**src/hdl/rtcci_pkg.sv**
```systemverilog
// Purpose: shared constants for the calendar clock control and interrupt timer
// Assumes: 20 MHz APB clock, one aligned 32-bit word per register index
// Notes: byte address of a register is four times its index
package rtcci_pkg;

  // clock rate and the tenth-of-second time base
  localparam int unsigned CLK_HZ = 32'h0131_2d00;
  localparam int unsigned TENTH_MS = 32'h0000_0064;
  localparam int unsigned TENTH_CYCLES = CLK_HZ / 32'h0000_03e8 * TENTH_MS;

  // register indexes and byte addresses
  localparam logic [3:0] IDX_CTRL = 4'h0;
  localparam logic [3:0] IDX_SETUP = 4'hf;
  localparam logic [7:0] ADDR_CTRL = {2'h0, IDX_CTRL, 2'h0};
  localparam logic [7:0] ADDR_SETUP = {2'h0, IDX_SETUP, 2'h0};

  // control write fields
  localparam int CTL_INT_HALT = 0;
  localparam int CTL_SELECT = 1;
  localparam int CTL_CLK_HALT = 2;
  localparam int CTL_TEST = 3;
  localparam logic [3:0] CTRL_RESET = 4'h5;

  // status read fields
  localparam int STS_IRQ = 0;
  localparam int STS_CHANGED = 3;

  // calendar_setting fields
  localparam int CAL_HOUR_MODE = 0;
  localparam int CAL_HALF_DAY = 1;
  localparam int CAL_LEAP_LSB = 2;
  localparam logic [3:0] CAL_RESET = 4'h0;

  // periodic_alarm_setup fields
  localparam int ALM_REPEAT = 3;
  localparam logic [3:0] ALM_RESET = 4'h0;
  localparam logic [2:0] DLY_NONE = 3'h0;

  localparam logic [3:0] TENTHS_MAX = 4'h9;

  // delay lengths in tenths of a second
  localparam logic [9:0] DLY_T_0S1 = 10'h001;
  localparam logic [9:0] DLY_T_0S5 = 10'h005;
  localparam logic [9:0] DLY_T_1S = 10'h00a;
  localparam logic [9:0] DLY_T_5S = 10'h032;
  localparam logic [9:0] DLY_T_10S = 10'h064;
  localparam logic [9:0] DLY_T_30S = 10'h12c;
  localparam logic [9:0] DLY_T_60S = 10'h258;

  function automatic logic [9:0] rtcci_delay_tenths(input logic [2:0] code);
    logic [9:0] t;
    t = DLY_T_0S1;
    unique case (code)
      3'h1: t = DLY_T_0S1;
      3'h2: t = DLY_T_0S5;
      3'h3: t = DLY_T_1S;
      3'h4: t = DLY_T_5S;
      3'h5: t = DLY_T_10S;
      3'h6: t = DLY_T_30S;
      3'h7: t = DLY_T_60S;
      default: t = DLY_T_0S1;
    endcase
    return t;
  endfunction

endpackage

```
**src/hdl/rtcci_timer_if.sv**
```systemverilog
// Purpose: link between the register block and the interrupt delay timer
// Assumes: both ends on pclk
// Notes: start is a one-cycle pulse, halt a level
`timescale 1ns/1ps
`default_nettype none
interface rtcci_timer_if;
  logic start;
  logic halt;
  logic [2:0] delay_code;
  logic repeat_mode;
  logic timeout;
  logic running;
  modport ctrl (output start, output halt, output delay_code, output repeat_mode,
                input timeout, input running);
  modport timer (input start, input halt, input delay_code, input repeat_mode,
                 output timeout, output running);
endinterface
`default_nettype wire

```
**src/hdl/rtcci_alarm_timer.sv**
```systemverilog
// Purpose: programmable single or repeating interrupt delay timer
// Assumes: start and halt come from the control register logic
// Notes: repeat reload is exact, so periods stay locked to the first timeout
`timescale 1ns/1ps
`default_nettype none
module rtcci_alarm_timer
  import rtcci_pkg::*;
#(
  parameter int unsigned TENTH_LEN = TENTH_CYCLES
)
(
  input wire logic pclk,
  input wire logic presetn,
  rtcci_timer_if.timer tif
);

  typedef enum logic {RTCCI_T_IDLE, RTCCI_T_RUN} rtcci_tstate_t;

  localparam logic [21:0] PRE_LAST = 22'(TENTH_LEN - 1);

  rtcci_tstate_t state;
  logic [21:0] pre;
  logic [9:0] tenth;
  logic [9:0] last_tenth;
  logic tenth_wrap;

  assign last_tenth = rtcci_delay_tenths(tif.delay_code) - 10'h001;
  assign tenth_wrap = (pre == PRE_LAST);
  assign tif.running = (state == RTCCI_T_RUN);
  assign tif.timeout = tif.running && !tif.start && tenth_wrap && (tenth == last_tenth);

  always_ff @(posedge pclk or negedge presetn)
  begin
    if (!presetn)
      state <= RTCCI_T_IDLE;
    else if (tif.start)
      state <= RTCCI_T_RUN;
    else if (tif.halt)
      state <= RTCCI_T_IDLE;
    else if (tif.timeout && !tif.repeat_mode)
      state <= RTCCI_T_IDLE;
  end

  // counts restart from zero on every start, giving a full delay
  always_ff @(posedge pclk or negedge presetn)
  begin
    if (!presetn)
    begin
      pre <= 22'h000000;
      tenth <= 10'h000;
    end
    else if (tif.start || state != RTCCI_T_RUN)
    begin
      pre <= 22'h000000;
      tenth <= 10'h000;
    end
    else if (tenth_wrap)
    begin
      pre <= 22'h000000;
      tenth <= (tenth == last_tenth) ? 10'h000 : tenth + 10'h001;
    end
    else
      pre <= pre + 22'h000001;
  end

  chk_start_full_delay: assert property (@(posedge pclk) disable iff (!presetn)
    tif.start |=> (pre == 22'h000000) && (tenth == 10'h000) && tif.running)
    else $error("timer start did not clear the counts");

  chk_single_stops: assert property (@(posedge pclk) disable iff (!presetn)
    tif.timeout && !tif.repeat_mode && !tif.start |=> !tif.running)
    else $error("single mode timer kept running after timeout");

  chk_repeat_continues: assert property (@(posedge pclk) disable iff (!presetn)
    tif.timeout && tif.repeat_mode && !tif.halt |=> tif.running && tenth == 10'h000)
    else $error("repeat mode timer did not restart its period");

  chk_delay_length: assert property (@(posedge pclk) disable iff (!presetn)
    tif.timeout |-> tenth == rtcci_delay_tenths(tif.delay_code) - 10'h001)
    else $error("timeout at wrong tenth count");

endmodule
`default_nettype wire

```
**src/hdl/rtcci_core.sv**
```systemverilog
// Purpose: control/status, calendar setting and interrupt register block on APB
// Assumes: setting pulse and oscillator arrive as asynchronous pins
// Notes: pready is always high; index 0 and index 15 are the only mapped words
//
// Operation
// - address 0 splits into four write-only control latches and a read status view
// - address 15 shows calendar setting when select is 0, alarm setup when 1
// - calendar bit 0 is hour mode, bit 1 the half-day indicator, both R/W
// - calendar bits 3:2 are the R/W leap-year counter, zero meaning leap year
// - alarm bits 2:0 pick delays from 0.1 s up to 60 s
// - alarm bit 3 chooses single or repeating interrupts
// - delay code 000 clears the interrupt output and forces interrupt halt
// - first timeout within 1 ms; repeats stay locked to the first
// - control bit 3 set enters test mode, clear keeps normal operation
// - control bit 2 set halts timekeeping and zeroes the tenths counter
// - control bit 0 set halts and resets the timer, clear starts it
// - after new nonzero delay, timing waits for a zero interrupt halt write
// - single mode stops at timeout until halt is written zero again
// - repeat mode restarts each period with no processor action
// - halting the timer resets it so restart gives a full delay
// - status read gives changed flag on bit 3, interrupt flag on bit 0
// - only a control register read clears the changed flag
// - each timeout sets the interrupt flag and pulls the interrupt low
// - control register read clears interrupt flag and interrupt output
// - flags stay stable through the read, clearing at its trailing edge
// - timeout during a control read is kept and shown after the read
// - setting pulse during a control read leaves the changed flag alone
// - setting pulse falling edge sets the changed flag and steps time
// - test mode puts the oscillator on the interrupt pin until a delay is set
`timescale 1ns/1ps
`default_nettype none
module rtcci_core
  import rtcci_pkg::*;
#(
  parameter int unsigned TENTH_LEN = TENTH_CYCLES
)
(
  input wire logic pclk,
  input wire logic presetn,
  input wire logic psel,
  input wire logic penable,
  input wire logic pwrite,
  input wire logic [7:0] paddr,
  input wire logic [31:0] pwdata,
  output logic [31:0] prdata,
  output logic pready,
  output logic pslverr,
  input wire logic osc_in,
  input wire logic setting_pulse_in,
  output logic irq_n,
  output logic test_mode,
  output logic clock_halt,
  output logic time_tick,
  output logic [3:0] tenths_count
);

  rtcci_timer_if tif ();

  logic [1:0] pin_raw;
  logic [1:0] pin_s1;
  logic [1:0] pin_s2;
  logic [1:0] pin_s3;
  logic [1:0] pin_lvl;
  logic pulse_prev;
  logic setting_fall;

  logic reg_select;
  logic int_halt;
  logic [3:0] cal_setting;
  logic [3:0] alarm_setup;
  logic changed_flag;
  logic irq_flag;
  logic irq_pend;
  logic irq_line;

  logic hit_ctrl;
  logic hit_setup;
  logic setup_ph;
  logic access_ph;
  logic wr_ctrl;
  logic wr_setup;
  logic ctrl_rd_active;
  logic ctrl_rd_end;
  logic no_delay;
  logic [31:0] next_prdata;

  // pin synchronisers, a level change is taken when stages two and three agree
  assign pin_raw = {setting_pulse_in, osc_in};

  genvar gi;
  generate
    for (gi = 0; gi < 2; gi++)
    begin : g_pin
      always_ff @(posedge pclk or negedge presetn)
      begin
        if (!presetn)
        begin
          pin_s1[gi] <= 1'b0;
          pin_s2[gi] <= 1'b0;
          pin_s3[gi] <= 1'b0;
          pin_lvl[gi] <= 1'b0;
        end
        else
        begin
          pin_s1[gi] <= pin_raw[gi];
          pin_s2[gi] <= pin_s1[gi];
          pin_s3[gi] <= pin_s2[gi];
          if (pin_s2[gi] == pin_s3[gi])
            pin_lvl[gi] <= pin_s3[gi];
        end
      end
    end
  endgenerate

  always_ff @(posedge pclk or negedge presetn)
  begin
    if (!presetn)
      pulse_prev <= 1'b0;
    else
      pulse_prev <= pin_lvl[1];
  end

  assign setting_fall = pulse_prev && !pin_lvl[1];

  // bus decode
  assign hit_ctrl = (paddr == ADDR_CTRL);
  assign hit_setup = (paddr == ADDR_SETUP);
  assign setup_ph = psel && !penable;
  assign access_ph = psel && penable;
  assign pready = 1'b1;
  assign pslverr = access_ph && !(hit_ctrl || hit_setup);
  assign wr_ctrl = access_ph && pwrite && hit_ctrl;
  assign wr_setup = access_ph && pwrite && hit_setup;
  assign ctrl_rd_active = psel && !pwrite && hit_ctrl;
  assign ctrl_rd_end = access_ph && !pwrite && hit_ctrl;
  assign no_delay = (alarm_setup[2:0] == DLY_NONE);

  always_comb
  begin
    next_prdata = 32'h0000_0000;
    if (hit_ctrl)
    begin
      next_prdata[STS_CHANGED] = changed_flag;
      next_prdata[STS_IRQ] = irq_flag;
    end
    else if (hit_setup)
      next_prdata[3:0] = reg_select ? alarm_setup : cal_setting;
  end

  // read data is latched in the setup cycle, so it is stable through the access
  always_ff @(posedge pclk or negedge presetn)
  begin
    if (!presetn)
      prdata <= 32'h0000_0000;
    else if (setup_ph && !pwrite)
      prdata <= next_prdata;
  end

  // control latches
  always_ff @(posedge pclk or negedge presetn)
  begin
    if (!presetn)
    begin
      test_mode <= CTRL_RESET[CTL_TEST];
      clock_halt <= CTRL_RESET[CTL_CLK_HALT];
      reg_select <= CTRL_RESET[CTL_SELECT];
    end
    else if (wr_ctrl)
    begin
      test_mode <= pwdata[CTL_TEST];
      clock_halt <= pwdata[CTL_CLK_HALT];
      reg_select <= pwdata[CTL_SELECT];
    end
  end

  // interrupt halt: forced high with no delay programmed or on new setup
  always_ff @(posedge pclk or negedge presetn)
  begin
    if (!presetn)
      int_halt <= CTRL_RESET[CTL_INT_HALT];
    else if (wr_ctrl)
      int_halt <= pwdata[CTL_INT_HALT] || no_delay;
    else if (wr_setup && reg_select)
      int_halt <= 1'b1;
  end

  // address 15 registers
  always_ff @(posedge pclk or negedge presetn)
  begin
    if (!presetn)
    begin
      cal_setting <= CAL_RESET;
      alarm_setup <= ALM_RESET;
    end
    else if (wr_setup)
    begin
      if (reg_select)
        alarm_setup <= pwdata[3:0];
      else
        cal_setting <= pwdata[3:0];
    end
  end

  // timer hookup
  assign tif.start = wr_ctrl && !pwdata[CTL_INT_HALT] && !no_delay;
  assign tif.halt = int_halt;
  assign tif.delay_code = alarm_setup[2:0];
  assign tif.repeat_mode = alarm_setup[ALM_REPEAT];

  rtcci_alarm_timer #(
    .TENTH_LEN(TENTH_LEN)
  ) u_timer (
    .pclk(pclk),
    .presetn(presetn),
    .tif(tif)
  );

  // tenths counter and time step
  always_ff @(posedge pclk or negedge presetn)
  begin
    if (!presetn)
    begin
      tenths_count <= 4'h0;
      time_tick <= 1'b0;
    end
    else if (clock_halt)
    begin
      tenths_count <= 4'h0;
      time_tick <= 1'b0;
    end
    else
    begin
      time_tick <= setting_fall;
      if (setting_fall)
        tenths_count <= (tenths_count == TENTHS_MAX) ? 4'h0 : tenths_count + 4'h1;
    end
  end

  // changed flag: a step during a control read is dropped
  always_ff @(posedge pclk or negedge presetn)
  begin
    if (!presetn)
      changed_flag <= 1'b0;
    else if (ctrl_rd_end)
      changed_flag <= 1'b0;
    else if (setting_fall && !clock_halt && !ctrl_rd_active)
      changed_flag <= 1'b1;
  end

  // timeout while a control read is open waits in irq_pend
  always_ff @(posedge pclk or negedge presetn)
  begin
    if (!presetn)
      irq_pend <= 1'b0;
    else if (ctrl_rd_end)
      irq_pend <= 1'b0;
    else if (tif.timeout && ctrl_rd_active)
      irq_pend <= 1'b1;
  end

  always_ff @(posedge pclk or negedge presetn)
  begin
    if (!presetn)
      irq_flag <= 1'b0;
    else if (ctrl_rd_end)
      irq_flag <= irq_pend || tif.timeout;
    else if (tif.timeout && !ctrl_rd_active)
      irq_flag <= 1'b1;
  end

  always_ff @(posedge pclk or negedge presetn)
  begin
    if (!presetn)
      irq_line <= 1'b0;
    else if (ctrl_rd_end)
      irq_line <= irq_pend || tif.timeout;
    else if (tif.timeout && !ctrl_rd_active)
      irq_line <= 1'b1;
    else if (wr_setup && reg_select && pwdata[2:0] == DLY_NONE)
      irq_line <= 1'b0;
  end

  // pin driver: oscillator in test mode while no delay is programmed
  always_ff @(posedge pclk or negedge presetn)
  begin
    if (!presetn)
      irq_n <= 1'b1;
    else if (test_mode && no_delay)
      irq_n <= pin_lvl[0];
    else
      irq_n <= !irq_line;
  end

  chk_status_layout: assert property (@(posedge pclk) disable iff (!presetn)
    setup_ph && !pwrite && hit_ctrl |=> prdata[31:4] == 28'h0000000 && prdata[2:1] == 2'h0)
    else $error("status read shows nonzero unused bits");

  chk_status_values: assert property (@(posedge pclk) disable iff (!presetn)
    setup_ph && !pwrite && hit_ctrl |=>
      prdata[3] == $past(changed_flag) && prdata[0] == $past(irq_flag))
    else $error("status read does not show the flags");

  chk_select_map: assert property (@(posedge pclk) disable iff (!presetn)
    setup_ph && !pwrite && hit_setup && reg_select |=> prdata[3:0] == $past(alarm_setup))
    else $error("index 15 read ignored the register select");

  chk_changed_clear: assert property (@(posedge pclk) disable iff (!presetn)
    ctrl_rd_end |=> !changed_flag)
    else $error("changed flag survived a control read");

  chk_changed_write_keep: assert property (@(posedge pclk) disable iff (!presetn)
    changed_flag && psel && pwrite |=> changed_flag)
    else $error("a write cleared the changed flag");

  chk_tick_ignored: assert property (@(posedge pclk) disable iff (!presetn)
    setting_fall && ctrl_rd_active && !changed_flag |=> !changed_flag)
    else $error("setting pulse during control read set the flag");

  chk_flags_stable: assert property (@(posedge pclk) disable iff (!presetn)
    ctrl_rd_active && !ctrl_rd_end |=> $stable(irq_flag) && $stable(changed_flag))
    else $error("status flags moved during a control read");

  chk_irq_sets: assert property (@(posedge pclk) disable iff (!presetn)
    tif.timeout && !psel && !test_mode |=> irq_flag ##1 !irq_n)
    else $error("timeout did not raise flag and pull interrupt low");

  chk_read_clears: assert property (@(posedge pclk) disable iff (!presetn)
    ctrl_rd_end && !irq_pend && !tif.timeout |=> !irq_flag && !irq_line)
    else $error("control read did not clear the interrupt");

  chk_pend_release: assert property (@(posedge pclk) disable iff (!presetn)
    tif.timeout && ctrl_rd_active && !ctrl_rd_end |=> irq_pend && $stable(irq_line))
    else $error("timeout during read was lost or shown early");

  chk_no_delay: assert property (@(posedge pclk) disable iff (!presetn)
    wr_setup && reg_select && pwdata[2:0] == DLY_NONE |=> int_halt && !irq_line)
    else $error("zero delay did not halt and clear the interrupt");

  chk_tenths_halt: assert property (@(posedge pclk) disable iff (!presetn)
    clock_halt |=> tenths_count == 4'h0 && !time_tick)
    else $error("tenths counter moved while clock halted");

  chk_test_osc: assert property (@(posedge pclk) disable iff (!presetn)
    test_mode && no_delay |=> irq_n == $past(pin_lvl[0]))
    else $error("oscillator not routed in test mode");

endmodule
`default_nettype wire

```
**config.mk**
```make
export PLATFORM = sky130hd
export DESIGN_NAME = rtcci_core
export DESIGN_NICKNAME = d
export VERILOG_FILES = /design/src/hdl/rtcci_pkg.sv /design/src/hdl/rtcci_timer_if.sv /design/src/hdl/rtcci_alarm_timer.sv /design/src/hdl/rtcci_core.sv
export SDC_FILE = /design/constraint.sdc
export NUM_CORES = 1
export LEC_CHECK = 0
export ABC_AREA = 0
export BUFFER_PORTS_ARGS = -buffer_cell sky130_fd_sc_hd__buf_2
export CAP_MARGIN = 20
export CORE_ASPECT_RATIO = 1.4
export CORE_UTILIZATION = 40
export CTS_BUF_LIST = sky130_fd_sc_hd__clkbuf_8
export CTS_CLUSTER_SIZE = 24
export DETAILED_ROUTE_END_ITERATION = 7
export PLACE_DENSITY = 0.61
export SYNTH_ARGS = -nofsm -noshare
export SYNTH_HDL_FRONTEND = slang
export SYNTH_HIERARCHICAL = 1
export SYNTH_SLANG_ARGS = --single-unit
export TNS_END_PERCENT = 10
```
**constraint.sdc**
```tcl
create_clock -name pclk -period 2.9 [get_ports pclk]
set_input_delay 0.29 -clock pclk [delete_from_list [all_inputs] [get_ports pclk]]
set_output_delay 0.29 -clock pclk [all_outputs]
set_load 0.01 [all_outputs]
```
==> results of run 1 <==
-- cells in the mapped netlist (2+ instances only) --
cell type and count:
dfrtp_1 65, nor2_1 43, nand2_1 32, buf_4 29
a21oi_1 19, xor2_1 16, nand3_1 15, mux2_2 11
nand4_1 9, nor3_1 9, xnor2_1 9, clkbuf_1 8
o21ai_0 8, and3_1 7, nor2b_1 7, mux2i_1 6
nand2b_1 6, and4_1 5, ha_1 5, or3_1 5
a211o_1 4, nor3b_1 4, a21o_1 3, dfstp_2 3
inv_1 3, o221ai_1 3, or4_1 3, and2_1 2
conb_1 2, maj3_1 2, nand3b_1 2, nor4_1 2
nor4bb_1 2, or3b_2 2, or4_4 2
-- state kept, by name, summed over array words and instances (netlist names), 2 cells and up --
signal,count
pin_lvl,2
u_timer/pre,22
pin_s1,2
alarm_setup,4
cal_setting,4
u_timer/tenth,10
prdata,4
pin_s3,2
pin_s2,2
tenths_count,4
-- cell type report --
type | count | share of cell area [%]
Clock inverter | 6 | 1.52
Tap cell | 107 | 3.19
Timing Repair Buffer | 48 | 6.77
Sequential cell | 68 | 40.7
Clock buffer | 10 | 3.28
Inverter | 3 | 0.268
Multi-Input combinational cell | 290 | 44.3
-- metrics by stage --
step	std cells	hold WS, ns	util [%]	worst slack [ns]
floorplan	400	-0.00559	-	0.0348
global placement	512	0.332	43.7	0.0370
detailed placement	512	0.338	43.7	-0.0311
CTS	529	0.00107	46.1	0.00868
global route	532	0.0287	46.8	-0.0195
finish	532	-0.00388	46.8	0.0809
-- worst max path at each step --
stage	slack, ns	endpoint	startpoint
5_1_grt	-0.02	irq_flag$_DFFE_PN0P_	alarm_setup[1]$_DFFE_PN0P_
2_1_floorplan	0.03	irq_flag$_DFFE_PN0P_	alarm_setup[1]$_DFFE_PN0P_
3_5_place_dp	-0.03	irq_flag$_DFFE_PN0P_	alarm_setup[0]$_DFFE_PN0P_
6_report	0.08	irq_flag$_DFFE_PN0P_	alarm_setup[0]$_DFFE_PN0P_
3_3_place_gp	0.04	irq_line$_DFFE_PN0P_	alarm_setup[0]$_DFFE_PN0P_
4_1_cts	0.009	irq_flag$_DFFE_PN0P_	alarm_setup[1]$_DFFE_PN0P_
-- power groups by stage --
| stage | sequential [W] | clock, W | combinational (W) |
|---|---|---|---|
| after floorplan | 0.00106 | 0 | 0.000126 |
| after global placement | 0.00105 | 0 | 0.000189 |
| after detailed placement | 0.00105 | 0 | 0.000194 |
| after CTS | 0.00103 | 0.000811 | 0.000195 |
| after global routing | 0.00104 | 0.000856 | 0.000226 |
| final | 0.00103 | 0.000780 | 0.000193 |
-- kinds of logic (layout without fill, tap and decap cells) --
| kind of cell | after synthesis | in the layout |
|---|---|---|
| other cells | 2 | 29 |
| xor+xnor | 25 | 25 |
| buf+inv | 42 | 67 |
| fa+ha+maj | 7 | 7 |
| compound gates | 50 | 50 |
| mux | 17 | 17 |
| flops | 68 | 68 |
| simple gates | 162 | 162 |
-- timing repair --
action                     CTS  global route
resized for setup            1            11
hold endpoints to repair     0             0
hold buffers                 0             0
setup endpoints to repair    2            11
buffers inserted             1             2
pin swaps                    0             3
cloned                       0             1
-- critical path, cell delays in order (launching register included) --
cell	delay [ns]
dfrtp_2	0.44
nor2_1	0.15
a21oi_2	0.10
ha_4	0.20
or3b_4	0.39
and3_1	0.19
o31a_1	0.29
or4_4	0.55
nor2_4	0.18
mux2i_1	0.11
a21oi_1	0.15
-- layer usage --
metal  track usage [%]  wire [um]  vias to the layer above
li1                  -          -                     1353
met1              18.0       3000                     1373
met2              29.9       3750                       46
met3              3.63        202                       13
met4              7.36        141                        0
met5                 0          0                        -
==> impl_metrics.toml, run 1 <==
[status]
status = "complete, but fails checks"
violations = "hold timing"

[logic_synthesis]
ys_seq_area_share_pct = 46.1
synth_edf_count = 0
syn_area_sq_um = 3700
yosys.area_share.xor_xnor_pct = 5.92
ys_warn_count = 6
avgSynthCellArea_sq_um = 9.91
synth_top_family_by_area = "simple AND/OR/NAND/NOR gates"
post-synth-top-area-cell = "dfrtp_1"
synth_compound_area_share_pct = 9.44
synthSimpleGateAreaFrac_pct = 23.6
synthDistinctLibCells = 55
synth_top_flop_cell = "dfrtp_1"
synth_top_area_share_pct = 44.0
synth_mux_area_share_pct = 4.98
synth_area_leaders = "dfrtp_1 (44%), buf_4 (5.9%), nor2_1 (4.4%), xor2_1 (3.8%), mux2_2 (3.4%)"
ys_ff_latch = 68
synthAdderAreaFrac_pct = 2.23
synthCells = 373
ys_async_sr_fraction_pct = 100

[worst_hold_path]
min_path_type = "primary input to asynchronous set/reset pin"

[sta]
slew_viol_final = 0
holdWs_ns = -0.00388
setup_viol = 0
max_freq_mhz = 355
tightest_slew_ns = 0.720
slew_headroom_pct = 52.0
tns_ns = 0
hold_viol = 20
finalClockSkew_ns = 0.00769
post-route-period-util_pct = 97.2
min_period_ns = 2.82

[floorplan]
ios = 89
rows = 41
core-area_sq_um = 8980
initial_core_util_pct = 41.2
die_y_um = 116
dieArea_sq_um = 9630
die_w_um = 83.2

[clock_tree]
cts_tree = "built"
htree_levels = 3
cts.sinks = 68
path_clk_slew_ns = 0.07
cts_buffer_depth = 2
clk_latency_ns = 0.35
root_buffer = "clkbuf_8"
cts_made_buffers = 9

[detailed_routing]
drtPass1Iterations = 4
ant_nets = 0
viasPerCell = 5.23
wl_um = 7100
drc = 0
routedWlPerCell_um = 13.3
route.vias.total = 2785
first_iter_violations = 104

[setup_path]
path_class = "register to register"
start_kind = "register"
cp_max_fo = 5
r2r_start = "alarm_setup[0]$_DFFE_PN0P_"
critical_path_required_ns = 3.17
end_kind = "register"
cp.arrival_ns = 3.09
reg2reg_depth = 10
reg2reg_to = "irq_flag$_DFFE_PN0P_"
rrSetupSlack_ns = 0.08

[placed_design]
placed_area_sq_um = 3920
hpwl_um = 5210
numPortBuffers = 31
gp_congestion = 0.769

[finish]
fin_nets = 472
multi_input_area_sq_um = 1860
syn_to_final_growth_pct = 13.6
fillers = 884
seq_area_sq_um = 1710
final_cell_mix = "dfrtp_1 (64), nor2_1 (41), buf_2 (32), nand2_1 (31), conb_1 (29)"
fin_area_sq_um = 4200
final_common_cell = "dfrtp_1"
drive_above_1_share_pct = 22.6
diodes = 0

[power_and_ir_drop]
seq_power_share_pct = 51.4
power_switching_w = 0.000520
leakage_nw = 1.89
comb_power_share_pct = 9.6
switching_share_pct = 26.0
power_density_nw_per_um2 = 477
fin_total_pwr_w = 0.00200
clkPwrFrac_pct = 38.9
intPower_w = 0.00148
ir_worst_vdd_mv = 0.369

[global_route]
grt_usage_pct = 16.3
grt_pass1_vias = 2756
grt-ovfl-total = 0
antenna_found_initial = 0
grt_start_max_net_pins = 33
grt_pass1_wl_um = 12400

[flow_run]
drv_cap = 0
(Power assumes the default switching activity.)
==> run 2: changes to the inputs <==
--- a/config.mk
+++ b/config.mk
@@ -9,11 +9,12 @@
 export BUFFER_PORTS_ARGS = -buffer_cell sky130_fd_sc_hd__buf_2
 export CAP_MARGIN = 20
 export CORE_ASPECT_RATIO = 1.4
-export CORE_UTILIZATION = 40
+export CORE_MARGIN = 3
+export CORE_UTILIZATION = 43
 export CTS_BUF_LIST = sky130_fd_sc_hd__clkbuf_8
 export CTS_CLUSTER_SIZE = 24
 export DETAILED_ROUTE_END_ITERATION = 7
-export PLACE_DENSITY = 0.61
+export PLACE_DENSITY = 0.62
 export SYNTH_ARGS = -nofsm -noshare
 export SYNTH_HDL_FRONTEND = slang
 export SYNTH_HIERARCHICAL = 1
==> constraint.sdc (replaced) <==
create_clock -name pclk -period 2.75 [get_ports pclk]
set_input_delay 0.275 -clock pclk [delete_from_list [all_inputs] [get_ports pclk]]
set_output_delay 0.275 -clock pclk [all_outputs]
set_load 0.01 [all_outputs]
==> impl_metrics.toml, run 2 (synthesized netlist as in run 1, its figures left out) <==
[clock_tree]
cts.sinks = 68
root_buffer = "clkbuf_8"
cts_tree = "built"
clk_latency_ns = 0.35
cts_buffer_depth = 2
path_clk_slew_ns = 0.08
htree_levels = 3
cts_made_buffers = 9

[floorplan]
die_y_um = 116
rows = 39
initial_core_util_pct = 44.8
die_w_um = 84.4
core-area_sq_um = 8250
dieArea_sq_um = 9760
ios = 89

[finish]
reg_top3 = "u_timer/pre: 22 flops, u_timer/tenth: 10 flops"
diodes = 0
fillers = 778
fin_nets = 473
largest_reg_flops = 22
seq_area_sq_um = 1710
fin_area_sq_um = 4210
drive_above_1_share_pct = 21.8
syn_to_final_growth_pct = 13.9
final_cell_mix = "dfrtp_1 (64), nor2_1 (42), nand2_1 (32), buf_2 (31), conb_1 (29)"
final_common_cell = "dfrtp_1"
multi_input_area_sq_um = 1840
regMostFlops = "u_timer/pre"

[sta]
slew_headroom_pct = 50.6
setup_viol = 2
post-route-period-util_pct = 100
layout_setup_ws_ns = -0.0101
finalClockSkew_ns = 0.0136
max_freq_mhz = 362
holdWs_ns = 0.0304
hold_viol = 0
rsz0062_at_grt = "yes"
tightest_slew_ns = 0.740
min_period_ns = 2.76
slew_viol_final = 0

[setup_path]
worst_path_largest_cell_delay_ns = 0.55
slowest_stage = "or4_4"
start_kind = "register"
cp_top_family = "simple AND/OR/NAND/NOR gates"
crit_chain = "nand2_1 -> nor2_1 -> a21oi_1 -> ha_2 -> xnor2_1 -> a2111oi_2 -> nand4bb_1 -> or4_4 -> nor2_4 -> mux2i_1 -> a21oi_1"
critical_path_required_ns = 3.02
cp.arrival_ns = 3.03
cp_max_fo = 5
path_class = "register to register"
timing.critical_path.mode_cell = "a21oi_1"
path_buf_inv = 0
end_kind = "register"

[worst_hold_path]
min_path_type = "primary input to register"

[global_route]
grt_usage_pct = 16.0
grt_start_max_net_pins = 33
grt.busiest_layer = "met2"
met3_usage_pct = 4.41
antenna_found_initial = 0
grt_pass1_wl_um = 12400
gr-usage-met2_pct = 28.5
met1_usage_pct = 18.0
grt-ovfl-total = 0
grt_pass1_vias = 2659

[detailed_routing]
first_iter_violations = 93
routedWlPerCell_um = 13.9
drc = 0
viasPerCell = 5.25
route.vias.total = 2774
wl_um = 7330
drtPass1Iterations = 4
ant_nets = 0

[flow_run]
drv_cap = 0

[placed_design]
pre_cts_ws_ns = -0.127
hpwl_um = 5330
gp_congestion = 0.824
placed_area_sq_um = 3950
numPortBuffers = 31

[power_and_ir_drop]
power_density_nw_per_um2 = 526
ir_worst_vdd_mv = 0.462
leakage_nw = 1.92
fin_total_pwr_w = 0.00221

[status]
violations = "setup timing"
status = "complete, but fails checks"
run 2: cell count changes in the layout (fill, tap and decap cells not counted), sizes merged:
cell / previous run / this run
bufinv: 1 / 2
clkinv: 3 / 4
clkinvlp: 2 / 0
dlygate4sd3: 0 / 1
run 2: what timing repair did:
action,4_1_cts,5_1_grt
endpoints found under the hold margin,24,0
gates resized for setup,3,3
pin swaps,2,1
buffers inserted,0,1
endpoints found under the setup margin,9,11
hold buffers,1,0
run 2: per-layer routing:
metal	part of all wire (%)	vias to the layer above
met2	52	38
met1	42	1368
met5	0	-
li1	-	1359
met3	3.5	9
met4	2.0	0
run 2: final cells by class:
class                   instances  share of cell area (%)
multi-input cells             290                    43.8
clock inverters                 6                    2.08
clock buffers                  10                    3.27
repair buffers                 49                    7.05
well taps                     102                    3.03
flip-flops and latches         68                    40.5
inverters                       3                   0.268
run 2: stage by stage:
stage	util, %	std cells	setup TNS [ns]
after floorplan	-	400	-0.0374
after global placement	47.9	510	0
after detailed placement	47.9	510	-0.712
after CTS	50.9	527	-0.146
after global routing	51.0	528	-1.18
final	51.0	528	-0.0152
run 2: report_power, final:
part | switching, W | total [W] | internal, W
logic | 0.000123 | 0.000205 | 0.0000814
registers | 0.0000441 | 0.00109 | 0.00104
clock network | 0.000387 | 0.000922 | 0.000535
total | 0.000554 | 0.00221 | 0.00166
run 2: final timing paths:
path	startpoint	end	slack (ns)	cells after the start
min reg2reg	pin_s1[0]$_DFF_PN0_	pin_s2[0]$_DFF_PN0_	0.35	0
min in group asynchronous	presetn	u_timer/pre[1]$_DFF_PN0_	0.53	2
max reg2reg	alarm_setup[0]$_DFFE_PN0P_	irq_line$_DFFE_PN0P_	-0.01	11
min	osc_in	pin_s1[0]$_DFF_PN0_	0.03	1
max in group asynchronous	presetn	irq_n$_DFF_PN1_	1.39	3
max	alarm_setup[0]$_DFFE_PN0P_	irq_line$_DFFE_PN0P_	-0.01	11
==> run 3: changes to the inputs <==
--- a/config.mk
+++ b/config.mk
@@ -15,8 +15,8 @@
 export CTS_CLUSTER_SIZE = 24
 export DETAILED_ROUTE_END_ITERATION = 7
 export PLACE_DENSITY = 0.62
+export SLEW_MARGIN = 20
 export SYNTH_ARGS = -nofsm -noshare
 export SYNTH_HDL_FRONTEND = slang
-export SYNTH_HIERARCHICAL = 1
 export SYNTH_SLANG_ARGS = --single-unit
 export TNS_END_PERCENT = 10
==> impl_metrics.toml, run 3 <==
[sta]
min_period_ns = 2.53
rsz0062_at_grt = "no"
slew_viol_final = 0
slew_headroom_pct = 53.2
layout_setup_ws_ns = 0.222
hold_viol = 0
finalClockSkew_ns = 0.00447
tns_ns = 0
post-route-period-util_pct = 91.9
max_freq_mhz = 396
setup_viol = 0
tightest_slew_ns = 0.695

[logic_synthesis]
yosysMostFrequentCell = "dfrtp_1"
synthCells = 371
syn_area_sq_um = 3770
synth_edf_count = 0
ys_ff_latch = 68
synth_top_flop_cell = "dfrtp_1"
synth_area_leaders = "dfrtp_1 (43%), buf_4 (6.2%), nor2_1 (4.3%), mux2_2 (4.2%), xor2_1 (3.0%)"
post-synth-top-area-cell = "dfrtp_1"
ys_async_sr_fraction_pct = 100
avgSynthCellArea_sq_um = 10.2
ys_warn_count = 0
yosys-top-cells-count = "dfrtp_1 (65), nor2_1 (43), buf_4 (31), nand2_1 (27), nand3_1 (15)"
synth_top_area_share_pct = 43.2
ys_seq_area_share_pct = 45.3
synthDistinctLibCells = 62

[detailed_routing]
wl_um = 7400
viasPerCell = 5.26
ant_nets = 0
routedWlPerCell_um = 14.2
drc = 0
route.vias.total = 2734
first_iter_violations = 58
drtPass1Iterations = 4

[global_route]
grt_usage_pct = 16.3
grt_pass1_vias = 2799
grt-ovfl-total = 0
grt_start_max_net_pins = 44
grt_pass1_wl_um = 12800
antenna_found_initial = 0

[finish]
regMostFlops = "u_timer.pre"
fin_area_sq_um = 4220
postLayoutCoreUtil_pct = 50.6
final_common_cell = "dfrtp_1"
final_cell_mix = "dfrtp_1 (65), nor2_1 (43), buf_2 (31), conb_1 (29), nand2_1 (27)"
multi_input_area_sq_um = 1880
fin_nets = 465
drive_above_1_share_pct = 22.2
seq_area_sq_um = 1710
fillers = 800
syn_to_final_growth_pct = 12.0
diodes = 0
largest_reg_flops = 22
reg_top3 = "u_timer.pre: 22 flops, u_timer.tenth: 10 flops"

[setup_path]
start_kind = "register"
path_class = "register to register"
r2r_start = "alarm_setup[1]$_DFFE_PN0P_"
cp.arrival_ns = 2.76
crit_start = "alarm_setup[1]$_DFFE_PN0P_"
critical_path_required_ns = 2.98
cp_max_fo = 15
end_kind = "register"

[floorplan]
dieArea_sq_um = 9940
initial_core_util_pct = 45.2
core-area_sq_um = 8340
rows = 39
die_w_um = 85.1
die_y_um = 117
ios = 89

[clock_tree]
root_buffer = "clkbuf_8"
htree_levels = 3
clk_latency_ns = 0.35
cts_setup_buffers = 0
cts_tree = "built"
cts_buffer_depth = 2
cts.sinks = 68
cts_made_buffers = 9
path_clk_slew_ns = 0.07

[power_and_ir_drop]
fin_total_pwr_w = 0.00239
leakage_nw = 1.91
clkPwrFrac_pct = 38.2
seq_power_share_pct = 48.1
intPower_w = 0.00173
power_switching_w = 0.000659
switching_share_pct = 27.6
power_density_nw_per_um2 = 566
comb_power_share_pct = 13.7
ir_worst_vdd_mv = 0.352

[worst_hold_path]
min_path_type = "primary input to register"
min-delay-start = "osc_in"

[status]
status = "finished, final reports clean"

[placed_design]
gp_congestion = 0.846
hpwl_um = 5460
placed_area_sq_um = 3980
pre_cts_ws_ns = 0.194
numPortBuffers = 31

[flow_run]
drv_cap = 0
run 3: cell types whose count changed after synthesis, sizes merged, moves of 4 or more:
cell | previous run | this run
nor4 | 2 | 6
a21oi | 19 | 12
o21ai | 8 | 12
nand2 | 32 | 27
run 3: area by class of cell:
| cell class | instances | share of cell area (%) |
|---|---|---|
| clock inverter | 6 | 2.08 |
| inverter | 3 | 0.267 |
| multi-input combinational | 287 | 44.6 |
| clock buffer | 10 | 3.26 |
| sequential | 68 | 40.4 |
| timing repair buffer | 44 | 6.34 |
| tap | 102 | 3.02 |
run 3: kinds of logic after synthesis:
logic type                 after synthesis  share of synthesized area [%]
AOI/OAI and AO/OA                       50                           9.46
xor gates and xnor gates                25                           5.81
other                                    2                          0.199
DFF                                     68                           45.3
and+or+nand+nor                        159                           24.5
adders and majority gates                7                           2.19
buffers and inverters                   43                           7.64
muxes                                   17                           4.98
run 3: layer usage:
layer | vias to the layer above | track usage [%] | routed length, um
met3 | 10 | 4.55 | 286
met1 | 1328 | 18.3 | 3060
met5 | - | 0 | 0
li1 | 1343 | - | -
met2 | 53 | 28.9 | 3900
met4 | 0 | 7.29 | 150
run 3: repair_timing:
item / in CTS / in global routing
endpoints found under the hold margin: 23 / 0
hold buffers: 1 / 0
gates resized for setup: 0 / 1
endpoints found under the setup margin: 0 / 5
run 3: path summary, 6_finish.rpt:
| path | endpoint | slack (ns) | cells past startpoint |
|---|---|---|---|
| hold / removal | pin_s1[0]$_DFF_PN0_ | 0.03 | 1 |
| hold reg to reg | pin_s2[1]$_DFF_PN0_ | 0.36 | 0 |
| setup reg to reg | u_timer.tenth[6]$_DFFE_PN0P_ | 0.22 | 11 |
| min in group asynchronous | u_timer.tenth[8]$_DFFE_PN0P_ | 0.48 | 2 |
| max in group asynchronous | int_halt$_DFFE_PN1P_ | 1.56 | 3 |
| setup / recovery | u_timer.tenth[6]$_DFFE_PN0P_ | 0.22 | 11 |
run 3: power by group through the flow:
| stage | sequential [W] | clock, W | combinational (W) |
|---|---|---|---|
| after CTS | 0.00115 | 0.000944 | 0.000336 |
| final | 0.00115 | 0.000913 | 0.000327 |
| after floorplan | 0.00117 | 0 | 0.000221 |
| after global routing | 0.00116 | 0.000995 | 0.000369 |
| after detailed placement | 0.00117 | 0 | 0.000334 |
| after global placement | 0.00117 | 0 | 0.000326 |
run 3: critical path: stages (launching register included):
cell	delay [ns]
dfrtp_1	0.39
nand2_1	0.13
nor2_1	0.05
a21oi_1	0.12
ha_1	0.25
nor3b_1	0.31
o31a_1	0.18
o32ai_2	0.12
o31ai_2	0.27
buf_4	0.24
nor2_1	0.07
a211o_1	0.26
run 3: through the flow:
| stage | hold WS (ns) | instances |
|---|---|---|
| global route | 0.000397 | 520 |
| floorplan | -0.0206 | 398 |
| finish | 0.0260 | 520 |
| detailed placement | 0.339 | 503 |
| global placement | 0.329 | 503 |
| CTS | 0.00385 | 520 |
